File: src/rtl/card_alert_defs.svh
// Purpose: Offsets, field positions, reset values and counts
// Assumes: Word-aligned register map on a 32-bit bus
// Notes:   Included by the bus-facing module and the testbench
`ifndef CARD_ALERT_DEFS_SVH
`define CARD_ALERT_DEFS_SVH

// Register byte offsets
`define REG_FLAGS        8'h00
`define REG_STATUS       8'h04
`define REG_CTRL         8'h08
`define REG_CLKSEL       8'h0c
`define REG_SLEW         8'h10
`define REG_SUPPLY       8'h14
`define REG_SWSET        8'h18
`define REG_CMD          8'h1c

// Control register fields
`define CTRL_MASK_LSB    0
`define CTRL_CONV_A_BIT  4
`define CTRL_CONV_B_BIT  5

// Supply register fields
`define SUP_SEL_LSB      0
`define SUP_BOOST_LSB    10
`define SUP_AUTO_LSB     12

// Status register fields
`define ST_ADDR_BIT      8
`define ST_REG_OFF_BIT   9
`define ST_ALERT_BIT     10

// Command values
`define CMD_GEN_RESET    8'h06
`define CMD_RESET        8'hff

// Reset values
`define CTRL_RST         6'h00
`define CLKSEL_RST       15'h0000
`define SLEW_RST         10'h000
`define SUPPLY_RST       17'h00000

// Timing counts
`define ANSWER_LIMIT     65535
`define CARD_CLK_DIV     2
`define SYNC_FILL        2'h2

`endif

File: src/rtl/card_alert_pkg.sv
// Purpose: Types shared by the alert and status logic
// Assumes: Five slots, two of them with presence detect
// Notes:   Flag struct packs into the low bits of the flag word
package card_alert_pkg;

	// Event flags, card change in bit 0 upward
	typedef struct packed {
		logic [4:0] answer_error_flag;
		logic [4:0] supply_error_flag;
		logic       slot1_overcurrent_flag;
		logic       boost_b_settled_flag;
		logic [4:0] supply_settled_flag;
		logic [1:0] card_change_flag;
	} flags_s;

	// Card clock source per slot
	typedef enum logic [2:0] {
		CLK_INTERNAL  = 3'h0,
		CLK_HOST      = 3'h1,
		CLK_HOST_HALF = 3'h3,
		CLK_STOPPED   = 3'h2
	} clk_source_e;

	// Slew rate modes
	typedef enum logic [1:0] {
		SLEW_AUTO = 2'h0,
		SLEW_1V8  = 2'h1,
		SLEW_3V   = 2'h2,
		SLEW_5V   = 2'h3
	} slew_mode_e;

endpackage

File: src/rtl/card_interrupt_status_logic.sv
// Purpose: Event flags, alert pin, status, clock routing, power-down
// Assumes: AHB-Lite slave, zero wait states, word accesses only
// Notes:   Analogue comparators sit outside; their results are pins
`timescale 1ns/1ps
`include "card_alert_defs.svh"

module card_interrupt_status_logic #(
	parameter int ANSWER_LIMIT = `ANSWER_LIMIT, // Card clocks to overflow
	parameter int CARD_DIV     = `CARD_CLK_DIV  // Half period in hclk
) (
	// Clock and reset
	input  wire logic        hclk,
	input  wire logic        hresetn,
	// AHB-Lite slave
	input  wire logic        hsel,
	input  wire logic [31:0] haddr,
	input  wire logic [1:0]  htrans,
	input  wire logic        hwrite,
	input  wire logic [2:0]  hsize,
	input  wire logic [31:0] hwdata,
	input  wire logic        hready,
	output logic             hreadyout,
	output logic             hresp,
	output logic      [31:0] hrdata,
	// Pins from outside the clock domain
	input  wire logic        addr_or_host_clock_in,
	input  wire logic [1:0]  card_detect_in,
	input  wire logic [4:0]  supply_in_range,
	input  wire logic [4:0]  supply_fault_in,
	input  wire logic        slot1_overcurrent_in,
	input  wire logic        boost_b_in_range,
	input  wire logic [4:0]  card_io_line,
	input  wire logic [1:0]  aux_host_a_in,
	input  wire logic [1:0]  aux_host_b_in,
	// Shared alert pin, open-drain
	output logic             alert_n_o,
	output logic             alert_oe_n,
	// Card side outputs
	output logic      [4:0]  card_clock_line,
	output logic      [1:0]  aux_contact_a,
	output logic      [1:0]  aux_contact_b,
	output logic      [9:0]  clk_slew_code,
	output logic      [9:0]  io_rise_slew_code,
	// Supply control outputs
	output logic      [9:0]  supply_select_field,
	output logic      [1:0]  boost_b_select_field,
	output logic             conv_a_off,
	output logic             conv_b_off,
	output logic             regulator_off,
	// Latched bus address bit
	output logic             bus_addr_bit
);

	// Synchronised pins
	logic       host_lvl, host_rise;        // Shared address/clock pin
	logic [1:0] present, present_rise, present_fall;
	logic [4:0] sup_ok_raw, sup_ok_rise;    // Supply comparators
	logic [4:0] sup_fault_rise;             // Supply faults
	logic       oc_rise, boost_lvl, boost_rise;
	logic       oc_unused;                  // Over-current level, edge used
	logic [4:0] io_fall;                    // Answer start bits
	logic [3:0] aux_lvl;                    // Aux contacts from host

	// Bus and register state
	logic        addr_ok;                   // Accepted address phase
	logic        wr_pend_ff;                // Write data phase pending
	logic [7:0]  wr_addr_ff;                // Write offset
	logic [18:0] rd_clr_ff;                 // Flags reported by a read
	logic        rd_clr_pend_ff;            // Flag read in data phase
	logic [31:0] rdata;                     // Read mux
	logic [5:0]  ctrl_ff;                   // Masks and off bits
	logic [14:0] clksel_ff;                 // Clock source per slot
	logic [9:0]  slew_ff;                   // Slew mode per slot
	logic [16:0] supply_ff;                 // Supply selects, auto bits
	logic        soft_rst_ff;               // Reset command pulse
	logic        addr_pend_ff;              // Address latch pending
	logic [1:0]  addr_wait_ff;              // Synchroniser fill after reset

	// Flags and alert
	card_alert_pkg::flags_s flags_ff;       // Sticky event flags
	logic [18:0] set_vec;                   // Hardware and software sets
	logic [18:0] sw_set;                    // Software set this cycle
	logic [18:0] enable_vec;                // Alert enables per flag
	logic [3:0]  mask;                      // Slot 2..5 masks
	logic        alert_active_ff;           // Pin driven low

	// Status
	logic [4:0]  supply_good;
	logic        boost_good;

	// Card clock and answer counters
	logic [7:0]  div_ff;                    // Internal clock divider
	logic        int_clk_ff;                // Internal card clock
	logic        host_half_ff;              // Host clock halved
	logic [4:0]  card_clk_ff;               // Card clock outputs
	logic [4:0]  nxt_card_clk;
	logic [4:0]  answer_over;               // Counter overflow pulses

	// Pin synchronisers
	edge_sync #(.W(1)) u_sync_host (
		.clk(hclk), .rst_n(hresetn), .d(addr_or_host_clock_in),
		.lvl(host_lvl), .rise(host_rise), .fall());
	edge_sync #(.W(2)) u_sync_det (
		.clk(hclk), .rst_n(hresetn), .d(card_detect_in),
		.lvl(present), .rise(present_rise), .fall(present_fall));
	edge_sync #(.W(5)) u_sync_ok (
		.clk(hclk), .rst_n(hresetn), .d(supply_in_range),
		.lvl(sup_ok_raw), .rise(sup_ok_rise), .fall());
	edge_sync #(.W(5)) u_sync_flt (
		.clk(hclk), .rst_n(hresetn), .d(supply_fault_in),
		.lvl(), .rise(sup_fault_rise), .fall());
	edge_sync #(.W(2)) u_sync_b (
		.clk(hclk), .rst_n(hresetn),
		.d({slot1_overcurrent_in, boost_b_in_range}),
		.lvl({oc_unused, boost_lvl}), .rise({oc_rise, boost_rise}),
		.fall());
	edge_sync #(.W(5)) u_sync_io (
		.clk(hclk), .rst_n(hresetn), .d(card_io_line),
		.lvl(), .rise(), .fall(io_fall));
	edge_sync #(.W(4)) u_sync_aux (
		.clk(hclk), .rst_n(hresetn),
		.d({aux_host_b_in, aux_host_a_in}),
		.lvl(aux_lvl), .rise(), .fall());

	// Bus answers at once, always OKAY
	assign hreadyout = 1'b1;
	assign hresp     = 1'b0;
	assign addr_ok   = hsel & htrans[1] & hready;

	// Read mux, unmapped offsets read zero
	always_comb
	begin
		rdata = 32'h0000_0000;
		unique case (haddr[7:0])
			`REG_FLAGS:  rdata = {13'h0000, flags_ff};
			`REG_STATUS: rdata = {21'h000000, alert_active_ff,
				regulator_off, bus_addr_bit, boost_good,
				supply_good, present};
			`REG_CTRL:   rdata = {26'h0000000, ctrl_ff};
			`REG_CLKSEL: rdata = {17'h00000, clksel_ff};
			`REG_SLEW:   rdata = {22'h000000, slew_ff};
			`REG_SUPPLY: rdata = {15'h0000, supply_ff};
			default:     rdata = 32'h0000_0000;
		endcase
	end

	// Address phase capture, read data registered for the data phase
	always_ff @(posedge hclk or negedge hresetn)
	begin
		if (!hresetn)
		begin
			wr_pend_ff     <= 1'b0;
			wr_addr_ff     <= 8'h00;
			hrdata         <= 32'h0000_0000;
			rd_clr_pend_ff <= 1'b0;
			rd_clr_ff      <= 19'h00000;
		end
		else
		begin
			wr_pend_ff     <= addr_ok & hwrite;
			wr_addr_ff     <= haddr[7:0];
			rd_clr_pend_ff <= addr_ok & ~hwrite &
				(haddr[7:0] == `REG_FLAGS);
			rd_clr_ff      <= flags_ff; // Only what was reported
			if (addr_ok & ~hwrite)
				hrdata <= rdata;
		end
	end

	// Writable configuration, cleared by reset command too
	always_ff @(posedge hclk or negedge hresetn)
	begin
		if (!hresetn)
		begin
			ctrl_ff   <= `CTRL_RST;
			clksel_ff <= `CLKSEL_RST;
			slew_ff   <= `SLEW_RST;
			supply_ff <= `SUPPLY_RST;
		end
		else if (soft_rst_ff)
		begin
			ctrl_ff   <= `CTRL_RST;
			clksel_ff <= `CLKSEL_RST;
			slew_ff   <= `SLEW_RST;
			supply_ff <= `SUPPLY_RST;
		end
		else if (wr_pend_ff)
		begin
			unique case (wr_addr_ff)
				`REG_CTRL:   ctrl_ff   <= hwdata[5:0];
				`REG_CLKSEL: clksel_ff <= hwdata[14:0];
				`REG_SLEW:   slew_ff   <= hwdata[9:0];
				`REG_SUPPLY: supply_ff <= hwdata[16:0];
				default:     ;
			endcase
		end
	end

	// Reset command pulse, general call value behaves the same
	always_ff @(posedge hclk or negedge hresetn)
	begin
		if (!hresetn)
			soft_rst_ff <= 1'b0;
		else
			soft_rst_ff <= wr_pend_ff & (wr_addr_ff == `REG_CMD) &
				((hwdata[7:0] == `CMD_GEN_RESET) |
				 (hwdata[7:0] == `CMD_RESET));
	end

	// Address bit caught once the synchroniser holds the pin level
	always_ff @(posedge hclk or negedge hresetn)
	begin
		if (!hresetn)
		begin
			addr_pend_ff <= 1'b1;
			addr_wait_ff <= `SYNC_FILL;
			bus_addr_bit <= 1'b0;
		end
		else if (soft_rst_ff)
			addr_pend_ff <= 1'b1;
		else if (addr_wait_ff != 2'h0)
			addr_wait_ff <= addr_wait_ff - 2'h1; // Reset emptied the chain
		else if (addr_pend_ff)
		begin
			addr_pend_ff <= 1'b0;
			bus_addr_bit <= host_lvl;
		end
	end

	// Software set strobe
	assign sw_set = (wr_pend_ff && wr_addr_ff == `REG_SWSET) ?
		hwdata[18:0] : 19'h00000;

	// Hardware events in flag order
	assign set_vec = sw_set | {answer_over,
		sup_fault_rise,
		oc_rise,
		boost_rise,
		sup_ok_rise & supply_good,
		present_rise | present_fall};

	// Sticky flags, set wins over a read clear
	always_ff @(posedge hclk or negedge hresetn)
	begin
		if (!hresetn)
			flags_ff <= '0;
		else if (soft_rst_ff)
			flags_ff <= '0;
		else if (rd_clr_pend_ff)
			flags_ff <= (flags_ff & ~rd_clr_ff) | set_vec;
		else
			flags_ff <= flags_ff | set_vec;
	end

	// Masks gate slots 2..5 only
	assign mask = ctrl_ff[`CTRL_MASK_LSB +: 4];
	assign enable_vec = ~{mask, 1'b0, mask, 1'b0, 1'b0, 1'b0,
		mask, 1'b0, mask[0], 1'b0};

	// Alert state, low while any enabled flag stands
	always_ff @(posedge hclk or negedge hresetn)
	begin
		if (!hresetn)
			alert_active_ff <= 1'b0;
		else
			alert_active_ff <= |(flags_ff & enable_vec);
	end

	// Open drain: drive low or release
	assign alert_n_o  = 1'b0;
	assign alert_oe_n = ~alert_active_ff;

	// Status levels
	always_comb
	begin
		for (int i = 0; i < 5; i++)
			supply_good[i] = sup_ok_raw[i] &
				(supply_ff[2*i +: 2] != 2'h0);
		boost_good = boost_lvl &
			(supply_ff[`SUP_BOOST_LSB +: 2] != 2'h0);
	end

	// Supply and power-down outputs
	assign supply_select_field  = supply_ff[`SUP_SEL_LSB +: 10];
	assign boost_b_select_field = supply_ff[`SUP_BOOST_LSB +: 2];
	assign conv_a_off    = ctrl_ff[`CTRL_CONV_A_BIT];
	assign conv_b_off    = ctrl_ff[`CTRL_CONV_B_BIT];
	assign regulator_off = conv_a_off & conv_b_off;

	// Internal card clock and halved host clock
	always_ff @(posedge hclk or negedge hresetn)
	begin
		if (!hresetn)
		begin
			div_ff       <= 8'h00;
			int_clk_ff   <= 1'b0;
			host_half_ff <= 1'b0;
		end
		else
		begin
			if (div_ff == 8'(CARD_DIV - 1))
			begin
				div_ff     <= 8'h00;
				int_clk_ff <= ~int_clk_ff;
			end
			else
				div_ff <= div_ff + 8'h01;
			if (host_rise)
				host_half_ff <= ~host_half_ff;
		end
	end

	// Per-slot clock routing, slew and answer counter
	genvar g;
	generate
		for (g = 0; g < 5; g++)
		begin : g_slot
			logic [15:0] cnt_ff;   // Card clocks since arming
			logic        done_ff;  // Start bit seen or overflow
			logic        armed;    // Automatic answer mode active

			// Source choice, slots 3..5 included
			always_comb
			begin
				unique case (card_alert_pkg::clk_source_e'(
					clksel_ff[3*g +: 3]))
					card_alert_pkg::CLK_INTERNAL:
						nxt_card_clk[g] = int_clk_ff;
					card_alert_pkg::CLK_HOST:
						nxt_card_clk[g] = host_lvl;
					card_alert_pkg::CLK_HOST_HALF:
						nxt_card_clk[g] = host_half_ff;
					default:
						nxt_card_clk[g] = 1'b0;
				endcase
			end

			assign armed = supply_ff[`SUP_AUTO_LSB + g] & supply_good[g];

			// Count card clock rises until start bit or overflow
			always_ff @(posedge hclk or negedge hresetn)
			begin
				if (!hresetn)
				begin
					cnt_ff  <= 16'h0000;
					done_ff <= 1'b0;
				end
				else if (!armed)
				begin
					cnt_ff  <= 16'h0000;
					done_ff <= 1'b0;
				end
				else if (!done_ff)
				begin
					if (io_fall[g])
						done_ff <= 1'b1;
					else if (answer_over[g])
						done_ff <= 1'b1;
					else if (nxt_card_clk[g] & ~card_clk_ff[g])
						cnt_ff <= cnt_ff + 16'h0001;
				end
			end

			assign answer_over[g] = armed & ~done_ff & ~io_fall[g] &
				(cnt_ff == 16'(ANSWER_LIMIT));

			slew_select u_slew (
				.clk         (hclk),
				.rst_n       (hresetn),
				.mode        (slew_ff[2*g +: 2]),
				.supply_sel  (supply_ff[2*g +: 2]),
				.clk_code    (clk_slew_code[2*g +: 2]),
				.io_rise_code(io_rise_slew_code[2*g +: 2]));
		end
	endgenerate

	// Card clock and aux outputs from flops
	always_ff @(posedge hclk or negedge hresetn)
	begin
		if (!hresetn)
		begin
			card_clk_ff   <= 5'h00;
			aux_contact_a <= 2'h0;
			aux_contact_b <= 2'h0;
		end
		else
		begin
			card_clk_ff   <= nxt_card_clk;
			aux_contact_a <= aux_lvl[1:0];
			aux_contact_b <= aux_lvl[3:2];
		end
	end

	assign card_clock_line = card_clk_ff;

	// Checks
	property p_alert_follows;
		@(posedge hclk) disable iff (!hresetn)
		##1 alert_oe_n == !$past(|(flags_ff & enable_vec));
	endproperty
	a_alert_follows: assert property (p_alert_follows)
		else $error("alert pin does not follow enabled flags");

	property p_release_when_clear;
		@(posedge hclk) disable iff (!hresetn)
		(flags_ff == '0) |=> alert_oe_n;
	endproperty
	a_release_when_clear: assert property (p_release_when_clear)
		else $error("alert held low with no flag set");

	property p_masked_quiet;
		@(posedge hclk) disable iff (!hresetn)
		(mask == 4'hf) && ((flags_ff & ~19'h7bc7a) == '0) |=> alert_oe_n;
	endproperty
	a_masked_quiet: assert property (p_masked_quiet)
		else $error("masked slot flag pulled alert low");

	property p_read_clears;
		@(posedge hclk) disable iff (!hresetn)
		(rd_clr_pend_ff && !soft_rst_ff) |=>
			((flags_ff & $past(rd_clr_ff) & ~$past(set_vec)) == '0);
	endproperty
	a_read_clears: assert property (p_read_clears)
		else $error("reported flag survived its read");

	property p_card_change;
		@(posedge hclk) disable iff (!hresetn)
		(present_rise[0] | present_fall[0]) && !soft_rst_ff
			|=> flags_ff.card_change_flag[0];
	endproperty
	a_card_change: assert property (p_card_change)
		else $error("card change not flagged");

	property p_answer_error;
		@(posedge hclk) disable iff (!hresetn)
		answer_over[0] && !soft_rst_ff |=> flags_ff.answer_error_flag[0];
	endproperty
	a_answer_error: assert property (p_answer_error)
		else $error("counter overflow not flagged");

	property p_regulator;
		@(posedge hclk) disable iff (!hresetn)
		regulator_off == (conv_a_off && conv_b_off);
	endproperty
	a_regulator: assert property (p_regulator)
		else $error("regulator power-down mismatch");

	property p_stay_down;
		@(posedge hclk) disable iff (!hresetn)
		$fell(regulator_off) |->
			$past(wr_pend_ff && wr_addr_ff == `REG_CTRL);
	endproperty
	a_stay_down: assert property (p_stay_down)
		else $error("power-down left without a write");

	property p_addr_latch;
		@(posedge hclk) disable iff (!hresetn)
		addr_pend_ff && addr_wait_ff == 2'h0 && !soft_rst_ff |=>
			!addr_pend_ff && bus_addr_bit == $past(host_lvl);
	endproperty
	a_addr_latch: assert property (p_addr_latch)
		else $error("address bit not caught from pin");

	property p_cmd_reset;
		@(posedge hclk) disable iff (!hresetn)
		soft_rst_ff |=> flags_ff == '0 && addr_pend_ff ##1 !addr_pend_ff;
	endproperty
	a_cmd_reset: assert property (p_cmd_reset)
		else $error("reset command did not clear and relatch");

endmodule // card_interrupt_status_logic

File: src/rtl/edge_sync.sv
// Purpose: Two-stage synchroniser with edge detection
// Assumes: Inputs asynchronous to clk
// Notes:   First stage feeds only the second stage
`timescale 1ns/1ps
module edge_sync #(
	parameter int W = 1
) (
	// Clock and reset
	input  wire logic         clk,
	input  wire logic         rst_n,
	// Asynchronous input
	input  wire logic [W-1:0] d,
	// Synchronised level and edges
	output logic      [W-1:0] lvl,
	output logic      [W-1:0] rise,
	output logic      [W-1:0] fall
);

	logic [W-1:0] meta_ff; // First stage
	logic [W-1:0] sync_ff; // Second stage
	logic [W-1:0] prev_ff; // Previous synced value

	// Shift chain
	always_ff @(posedge clk or negedge rst_n)
	begin
		if (!rst_n)
		begin
			meta_ff <= '0;
			sync_ff <= '0;
			prev_ff <= '0;
		end
		else
		begin
			meta_ff <= d;
			sync_ff <= meta_ff;
			prev_ff <= sync_ff;
		end
	end

	assign lvl  = sync_ff;
	assign rise = sync_ff & ~prev_ff;
	assign fall = ~sync_ff & prev_ff;

endmodule // edge_sync

File: src/rtl/slew_select.sv
// Purpose: Slew code choice for one slot
// Assumes: Supply select 01=1.8V, 10=3V, 11=5V, 00=off
// Notes:   Card data falling edge is never slew limited
`timescale 1ns/1ps
module slew_select (
	// Clock and reset
	input  wire logic       clk,
	input  wire logic       rst_n,
	// Mode and supply level
	input  wire logic [1:0] mode,
	input  wire logic [1:0] supply_sel,
	// Drive codes
	output logic      [1:0] clk_code,
	output logic      [1:0] io_rise_code
);

	logic [1:0] nxt_code; // Chosen code

	// Automatic follows supply, forced modes override it
	always_comb
	begin
		nxt_code = mode;
		if (mode == card_alert_pkg::SLEW_AUTO)
			nxt_code = (supply_sel == 2'h0) ? 2'h3 : supply_sel;
	end

	// Same code on both clock edges and the data rising edge
	always_ff @(posedge clk or negedge rst_n)
	begin
		if (!rst_n)
		begin
			clk_code     <= 2'h3;
			io_rise_code <= 2'h3;
		end
		else
		begin
			clk_code     <= nxt_code;
			io_rise_code <= nxt_code;
		end
	end

endmodule // slew_select

File: config.mk
export PLATFORM = sky130hd
export DESIGN_NAME = card_interrupt_status_logic
export DESIGN_NICKNAME = d
export VERILOG_FILES = /design/src/rtl/card_alert_pkg.sv /design/src/rtl/card_interrupt_status_logic.sv /design/src/rtl/edge_sync.sv /design/src/rtl/slew_select.sv
export VERILOG_INCLUDE_DIRS = /design/src /design/src/rtl
export SDC_FILE = /design/constraint.sdc
export NUM_CORES = 1
export LEC_CHECK = 0
export ABC_AREA = 1
export BUFFER_PORTS_ARGS = -buffer_cell sky130_fd_sc_hd__buf_2
export CAP_MARGIN = 10
export CORE_MARGIN = 2
export CORE_UTILIZATION = 30
export DETAILED_ROUTE_END_ITERATION = 16
export GPL_TIMING_DRIVEN = 1
export PLACE_DENSITY = 0.58
export SYNTH_ARGS = -nofsm -noshare
export SYNTH_HDL_FRONTEND = slang
export SYNTH_SLANG_ARGS = --single-unit
File: constraint.sdc
create_clock -name hclk -period 2.8 [get_ports hclk]
set_input_delay 0.28 -clock hclk [delete_from_list [all_inputs] [get_ports hclk]]
set_output_delay 0.28 -clock hclk [all_outputs]
set_load 0.02 [all_outputs]
**Word-level counts from Yosys, hierarchy flattened**

Cells that the tools add are included.

- Bitwise logic cells: 84
- Reductions and logical operators: 41
- Eq/ne operators: 50
- Add/subtract/negate cells: 7
- Multiplexer cells: 79

Operators with widths:

| operator | count |
|---|---|
| 2-to-1 mux 16 bit | 25 |
| one-hot mux 19 bit (6 select lines) | 1 |
| adder 16 x 1 -> 16 bit, second input constant | 5 |
| == test 16 bit, second input constant | 5 |
| 2-to-1 mux 19 bit | 3 |
| OR 19 bit | 3 |
| 2-to-1 mux 17 bit | 3 |
| == test 8 x 5 -> 1 bit, second input constant | 6 |
| 2-to-1 mux 15 bit | 3 |
| AND 1 bit | 40 |
| AND 19 bit | 2 |
| NOT 19 bit | 2 |
| == test 8 x 4 -> 1 bit, second input constant | 4 |
| != test 2 bit, second input constant | 16 |
| 2-to-1 mux 10 bit | 3 |
| nonzero test 2 bit | 12 |
| 2-to-1 mux 1 bit | 22 |
| NOT 1 bit | 22 |
| AND 5 bit | 4 |
| zero test 2 bit | 10 |
| 2-to-1 mux 2 bit | 10 |
| AND reduction 4 bit | 5 |
| OR reduction 19 bit | 1 |
| 2-to-1 mux 6 bit | 3 |
| other kinds (20) | 51 |

- Output and inout bits: 81
- Logic and storage cells: 322
- Input port bits: 98
- Register bits: 316

**Depth between registers and ports, before layout**

Gate-level depths: netlist of the first run.

- Depth after elaboration: 10
- Depth in mapped cells: 10
- Depth with buffers taken out: 10

**Hierarchy**

A second synthesis of the first run with hierarchy kept.

- Cells, all modules: 1,815
- Area, all modules: 14,799.2 um2

By module, submodules not included:

| module | seq. area each (um2) | cells each | instances | area an instance (um2) |
|---|---|---|---|---|
| card_interrupt_status_logic | 5,632.9 | 1,577 | 1 | 12,111.6 |
| edge_sync at u_sync_flt ... | 375.4 | 35 | 3 | 450.4 |
| slew_select | 52.6 | 14 | 5 | 105.1 |
| edge_sync at u_sync_aux | 300.3 | 28 | 1 | 360.3 |
| edge_sync at u_sync_b ... | 150.1 | 14 | 2 | 180.2 |
| edge_sync at u_sync_host | 75.1 | 7 | 1 | 90.1 |

**Worst setup path after synthesis of the first run**

No wires, ideal clock.

- Path kind: reg2reg
- Start: register g_slot[1].cnt_ff[0]
- End: register g_slot[1].cnt_ff[10]
- Cell stages (with the launch flop): 10
- Library setup time: 0.118 ns
- Setup slack: 1.266 ns
- Data arrival time: 1.416 ns
- Path buffers: 1
- Data required time: 2.682 ns
- Clock period less this slack: 1.534 ns
- Cells stage by stage: dfrtp_1 -> ha_1 -> nand2_2 -> nor2_2 -> nand2_1 -> nor2_1 -> nand2_1 -> nand2_4 -> buf_6 -> o21ai_2

- Longest elaborated chain between the ends: 6
- Elaborated cells on any way between the ends: 10
- Those cells by class: 1 x add/sub; 2 x eq/ne; 5 x mux; 1 x bitwise; 1 x reduce/logical

Ends and longest elaborated chain:

| what | RTL line | RTL |
|---|---|---|
| start, declared | card_interrupt_status_logic.sv:318 | `logic [15:0] cnt_ff;` |
| start signal, assigned | card_interrupt_status_logic.sv:360 | `cnt_ff <= cnt_ff + 16'h0001;` |
| adder 16 x 1 -> 16 bit | card_interrupt_status_logic.sv:360 |  |
| 2-to-1 mux 16 bit | card_interrupt_status_logic.sv:359 | `else if (nxt_card_clk[g] & ~card_clk_ff[g])` |
| 2-to-1 mux 16 bit | card_interrupt_status_logic.sv:357 | `else if (answer_over[g])` |
| 2-to-1 mux 16 bit | card_interrupt_status_logic.sv:355 | `if (io_fall[g])` |
| 2-to-1 mux 16 bit | card_interrupt_status_logic.sv:353 | `else if (!done_ff)` |
| 2-to-1 mux 16 bit | card_interrupt_status_logic.sv:348 | `else if (!armed)` |

Parallel ways exist; a longest one is shown, timed or not. The select of a mux whose other input is x is not followed.
A chain may end at the register's enable or synchronous reset.

**Worst setup path in the final report of the first run**

- Start: register g_slot[1].cnt_ff[0]
- End: register g_slot[1].cnt_ff[12]

Same word-level chain as after synthesis.

==> results of run 1 <==
==> per-layer routing <==
metal,up-vias,GRT usage (%),share of wire (%)
met5,-,0,0.050
met4,2,6.646,3.5
met3,71,3.332,5.1
met2,244,24.78,45
met1,5506,20.54,46
li1,5745,-,-
==> state kept, by name, indices dropped and copies added, names as in the netlist, 5 cells and up <==
register	count
hrdata	19
u_sync_io.meta_ff	5
u_sync_flt.lvl	5
clksel_ff	15
u_sync_ok.prev_ff	5
u_sync_ok.lvl	5
card_clock_line	5
div_ff	8
u_sync_io.prev_ff	5
g_slot.u_slew.io_rise_code	6
rd_clr_ff	19
slew_ff	10
u_sync_flt.prev_ff	5
ctrl_ff	6
flags_ff	19
u_sync_io.lvl	5
wr_addr_ff	8
supply_ff	17
g_slot.cnt_ff	80
u_sync_ok.meta_ff	5
g_slot.done_ff	5
u_sync_flt.meta_ff	5
==> cells by family after synthesis <==
logic type,after synthesis
buffers and inverters,238
other,2
AO/OA/AOI/OAI,226
flip-flops,303
XOR/XNOR,34
AND/OR/NAND/NOR,889
adder cells (fa/ha/maj),8
==> cell usage in the layout (no fill, tap or decap), drive strengths merged, types with 2 or more instances in the layout <==
master,instances
nand2,485
dfrtp,291
nand3,199
o21ai,167
nor2,158
inv,149
buf,144
clkbuf,54
dlygate4sd3,38
xor2,30
nand4,29
o21bai,27
a21oi,20
conb,16
dfstp,12
clkinv,11
nor3,8
ha,8
a31oi,6
nand3b,6
xnor2,4
bufinv,4
o22ai,2
or2,2
==> critical path, stage by stage, from the launching register on <==
cell	delay [ns]
dfrtp_1	0.41
ha_1	0.26
nand2_2	0.09
nor2_2	0.23
nand2_1	0.08
nor2_1	0.09
nand2_1	0.18
nand2_4	0.38
nand2_1	0.12
o21ai_2	0.07
==> power by group through the flow <==
stage | clock, uW | combinational [uW] | sequential [uW]
after floorplan | 0 | 302 | 4650
after global routing | 5360 | 642 | 4600
after detailed placement | 0 | 529 | 4670
after CTS | 5130 | 572 | 4590
after global placement | 0 | 521 | 4670
final | 4980 | 560 | 4600
==> stage by stage <==
step | setup WS [ns] | instance area (sq um) | total power [uW] | hold slack [ns] | util, %
2_1_floorplan | 1.266 | 14400 | 4953 | -0.01559 | -
3_3_place_gp | 0.8524 | 15400 | 5187 | 0.3277 | 32.47
3_5_place_dp | 0.7763 | 15400 | 5201 | 0.3282 | 32.47
4_1_cts | 0.7745 | 17060 | 10300 | 0.0001277 | 35.95
5_1_grt | 0.5606 | 17060 | 10600 | 0.03435 | 35.95
6_report | 0.8147 | 17060 | 10140 | 0.03058 | 35.95
==> area by class of cell <==
cell class / instances / area [sq um]
inverter: 151 / 566.8
clock buffer: 54 / 1082
multi-input combinational: 1173 / 5633
fill: 4874 / 30390
sequential: 303 / 7597
tap: 615 / 769.5
clock inverter: 14 / 190.2
timing repair buffer: 182 / 1219
==> worst min path at each step <==
stage	slack, ns	cells past startpoint	startpoint	end
2_1_floorplan	-0.02	0	hresetn	addr_wait_ff[0]
3_3_place_gp	0.33	1	hresetn	g_slot[1].cnt_ff[3]
3_5_place_dp	0.33	1	hresetn	g_slot[1].cnt_ff[3]
4_1_cts	0.0001	4	hwdata[3]	soft_rst_ff
5_1_grt	0.03	3	hwdata[17]	flags_ff[17]
6_report	0.03	3	hwdata[15]	supply_ff[15]
==> repair_timing <==
item,4_1_cts,5_1_grt
hold buffers,38,0
hold endpoints to repair,113,0
buffers inserted,0,0
gates resized for setup,0,0
==> results.cfg, run 1 <==
[logic_synthesis]
ys_top_cells_by_area = dfrtp_1, nand2_1, nand3_1
synthMuxAreaShare_pct = 0
yosys_register_bits = 303
async_flop_share_pct = 100.0
synth_xor_area_share_pct = 2.076
syn_avg_cell_area_sq_um = 8.438
synth_compound_area_share_pct = 9.281
synth.top_cell.area_share_pct = 50.77
synthAdderAreaFrac_pct = 0.6978
synth_commonest_cells = nand2_1, dfrtp_1, nand3_1, inv_1, nor2_1
synth_edf_count = 0
synth_largest_area_cell = dfrtp_1
synth_cell_type_count = 40
yosysMostFrequentCell = nand2_1
synth_top_family_by_area = simple AND/OR/NAND/NOR gates
netlist_area_sq_um = 14340
postSynthCellCount = 1700
synth-simple-area-share_pct = 26.75
synth-main-ff-cell = dfrtp_1
synth-seq-area-share_pct = 52.97
ys_warn_count = 0

[sta]
maxSlewHeadroom_pct = 43.58
fin_tns_setup_ns = 0
worst_slew_pin_slew_ns = 0.8462
setup_viol = 0
finalHoldViolCount = 0
layout_min_cycle_time_ns = 1.985
maxSlewViolCount = 0
rsz0062_at_grt = false
finClkSkew_ns = 0.01965
fmax_ghz = 0.5037
fin_crit_sh_pct = 70.90

[global_routing]
track_usage_pct = 15.59
grt_first_pass_wirelength_mm = 61.40
antenna_found_initial = 1
grt_pass1_vias = 11466
grt_max_degree = 87
grt-ovfl-total = 0

[cells_and_area]
drive_gt1_share_pct = 15.18
layout.nets = 1954
instances_no_fill = 2492
syn_to_final_growth_pct = 18.92
antenna_cells = 0

[place]
place_congestion = 0.8268
dpl.hpwl_mm = 27.14
dp_cells = 2386
numPortBuffers = 121

[outcome]
status = finished, final reports clean

[drt]
drtPass1Iterations = 5
wl_per_cell_um = 15.22
antenna_left = 0
avgViaCountPerCell = 4.642
drc = 0
vias = 11568
drt_iter0_drc = 767
drt_wl_total_mm = 37.92

[worst_setup_path]
path_max_fanout = 32
crit_path_start = g_slot[1].cnt_ff[0]
start_kind = register
reg2reg_from = g_slot[1].cnt_ff[0]
crit_type = reg -> reg
rrSetupSlack_ns = 0.81
worstPathArrival_ns = 2.46
required_ns = 3.27
rr_endpoint = g_slot[1].cnt_ff[12]
crit_path_end_kind = register
reg2reg_depth = 9
crit_path_end = g_slot[1].cnt_ff[12]

[floorplanning]
num_rows = 80
io_pins = 179
die-width_um = 222.7
die_h_um = 222.7
start_util_pct = 30.23
coreArea_sq_um = 47450
die_area_sq_um = 49580

[power]
pwr-share-comb_pct = 5.5
peakVddDrop_v = 0.0004515
clkPwrFrac_pct = 49.2
intPower_uw = 7746
switchingPower_uw = 2394
power.leakage_uw = 0.008024
p_seq_share_pct = 45.3
switching_share_pct = 23.61
power_density_nw_per_um2 = 594.5

[clock_tree]
cts_buffer_depth = 3
clk_pin_slew_ns = 0.06
clock-sinks = 303
clock_latency_ns = 0.55
root_buffer = clkbuf_16
cts_buffers = 37
htreeDepth = 2
cts_tree = yes

[hold_path]
hold_path_class = in -> reg

[flow_run]
drv_cap = 0
Note: power is estimated with default switching activity, not from simulation.
==> run 2, diff against run 1 <==
PLACE_DENSITY = 0.59   (was 0.58)
clock period = 1.8 ns   (was 2.8 ns; I/O delays follow)
==> results.cfg, run 2 (same netlist as run 1, synthesis figures left out) <==
[cells_and_area]
top_register = g_slot.cnt_ff
layout_common_cells = nand2_1, dfrtp_1, nand3_1
layout_commonest_cell = nand2_1
syn_to_final_growth_pct = 22.85
layout.nets = 2004
drive_gt1_share_pct = 17.24
largest_register_ffs = 80
antenna_cells = 0

[hold_path]
hold_end = soft_rst_ff
hold_start = hwdata[5]
hold_depth = 6
hold_path_class = in -> reg

[floorplanning]
start_util_pct = 30.23
die_h_um = 222.7
num_rows = 80
coreArea_sq_um = 47450
die-width_um = 222.7
die_area_sq_um = 49580
io_pins = 179

[global_routing]
antenna_found_initial = 1
grt_pass1_vias = 11794
track_usage_pct = 15.72
grt_max_degree = 50
grt_first_pass_wirelength_mm = 62.05
grt-ovfl-total = 0

[drt]
drc = 0
antenna_left = 0
top_layer_used = met5
wl_met1_mm = 17.30
wl_met3_mm = 2.109
drtPass1Iterations = 5
drt_iter0_drc = 752
wl_per_cell_um = 15.17
avgViaCountPerCell = 4.656
drt_wl_total_mm = 38.56
vias = 11831
detailroute.wirelength.met2_mm = 17.89

[sta]
maxSlewHeadroom_pct = 66.69
layout_min_cycle_time_ns = 1.673
finalHoldViolCount = 0
fin_crit_sh_pct = 92.97
fmax_ghz = 0.5976
worst_slew_pin_slew_ns = 0.4978
rsz0062_at_grt = false
hold-worst-slack_ns = 0.02988
fin_tns_setup_ns = 0
finClkSkew_ns = 0.02559
maxSlewViolCount = 0
setup_viol = 0

[power]
power.leakage_uw = 0.008324
peakVddDrop_v = 0.0006069
power_density_nw_per_um2 = 900.3

[clock_tree]
cts_buffer_depth = 3
root_buffer = clkbuf_16
cts_tree = yes
cts_buffers = 36
htreeDepth = 2
clock_latency_ns = 0.54
clk_pin_slew_ns = 0.06
clock-sinks = 303

[worst_setup_path]
path_max_fanout = 11
reg2reg_from = int_clk_ff
start_kind = input pin
crit_type = in -> reg
reg2reg_depth = 8
required_ns = 2.26
worstPathArrival_ns = 2.14
rr_endpoint = g_slot[2].cnt_ff[0]
crit_path_end_kind = register
rrSetupSlack_ns = 0.15

[place]
dpl.hpwl_mm = 27.99
numPortBuffers = 121
place_congestion = 0.8383

[flow_run]
drv_cap = 0

[outcome]
status = finished, final reports clean
==> run 2: cell types whose count changed in the layout (fill, tap and decap cells not counted), moves of 3 or more <==
cell	change
clkbuf_1	-4
buf_12	+11
buf_4	+29
inv_6	+3
dlygate4sd3_1	+11
==> run 2: where the power goes <==
group | internal, uW | switching (uW)
Combinational | 352 | 618
Sequential | 6990 | 141
Clock | 4800 | 2960
Total | 12100 | 3720
==> run 2: worst max-delay path by stage <==
stage,startpoint,endpoint,cells past startpoint
final,haddr[1],hrdata[12],12
after detailed placement,g_slot[2].cnt_ff[0],g_slot[2].cnt_ff[0],10
after global placement,haddr[0],hrdata[1],10
after global routing,haddr[1],hrdata[3],11
after CTS,g_slot[2].cnt_ff[0],g_slot[2].cnt_ff[0],10
after floorplan,g_slot[1].cnt_ff[0],g_slot[1].cnt_ff[10],9
==> run 2: layout make-up <==
type	instances	area, sq um
repair buffers	233	1767
inverters	151	566.8
clock inverters	16	222.7
flip-flops and latches	303	7599
well taps	615	769.5
fillers	4890	29820
clock buffers	50	1045
multi-input cells	1173	5653
==> run 2: per-stage QoR <==
step / cell area [sq um] / utilization [%] / setup slack, ns / total power [uW] / instances
detailed placement: 15840 / 33.38 / 0.08181 / 8146 / 2425
global route: 17620 / 37.14 / 0.0004146 / 16490 / 2541
floorplan: 14400 / - / 0.2663 / 7704 / 1714
global placement: 15840 / 33.38 / 0.1029 / 8129 / 2425
CTS: 17580 / 37.06 / 0.06781 / 16090 / 2539
finish: 17620 / 37.14 / 0.1265 / 15870 / 2541
==> run 2: timing repair <==
| item | in CTS | in global routing |
|---|---|---|
| buffers inserted | 0 | 1 |
| setup endpoints to repair | 0 | 25 |
| endpoints found under the hold margin | 301 | 1 |
| hold buffers | 48 | 1 |
| resized for setup | 0 | 6 |
==> run 2: layer usage <==
metal  vias to the layer above  global-route usage (%)
li1                       5845                       -
met1                      5662                   20.36
met2                       255                   25.52
met3                        67                   3.742
met4                         2                   5.845
met5                         -                       0
==> run 2: critical path: stages <==
cell	delay, ns
dlygate4sd3_1	0.55
buf_2	0.14
inv_1	0.05
nand2_1	0.09
nor2_1	0.21
buf_4	0.24
nand2_1	0.24
inv_1	0.18
nand2_1	0.06
nand3_1	0.06
nand2_1	0.05
nand2_1	0.07
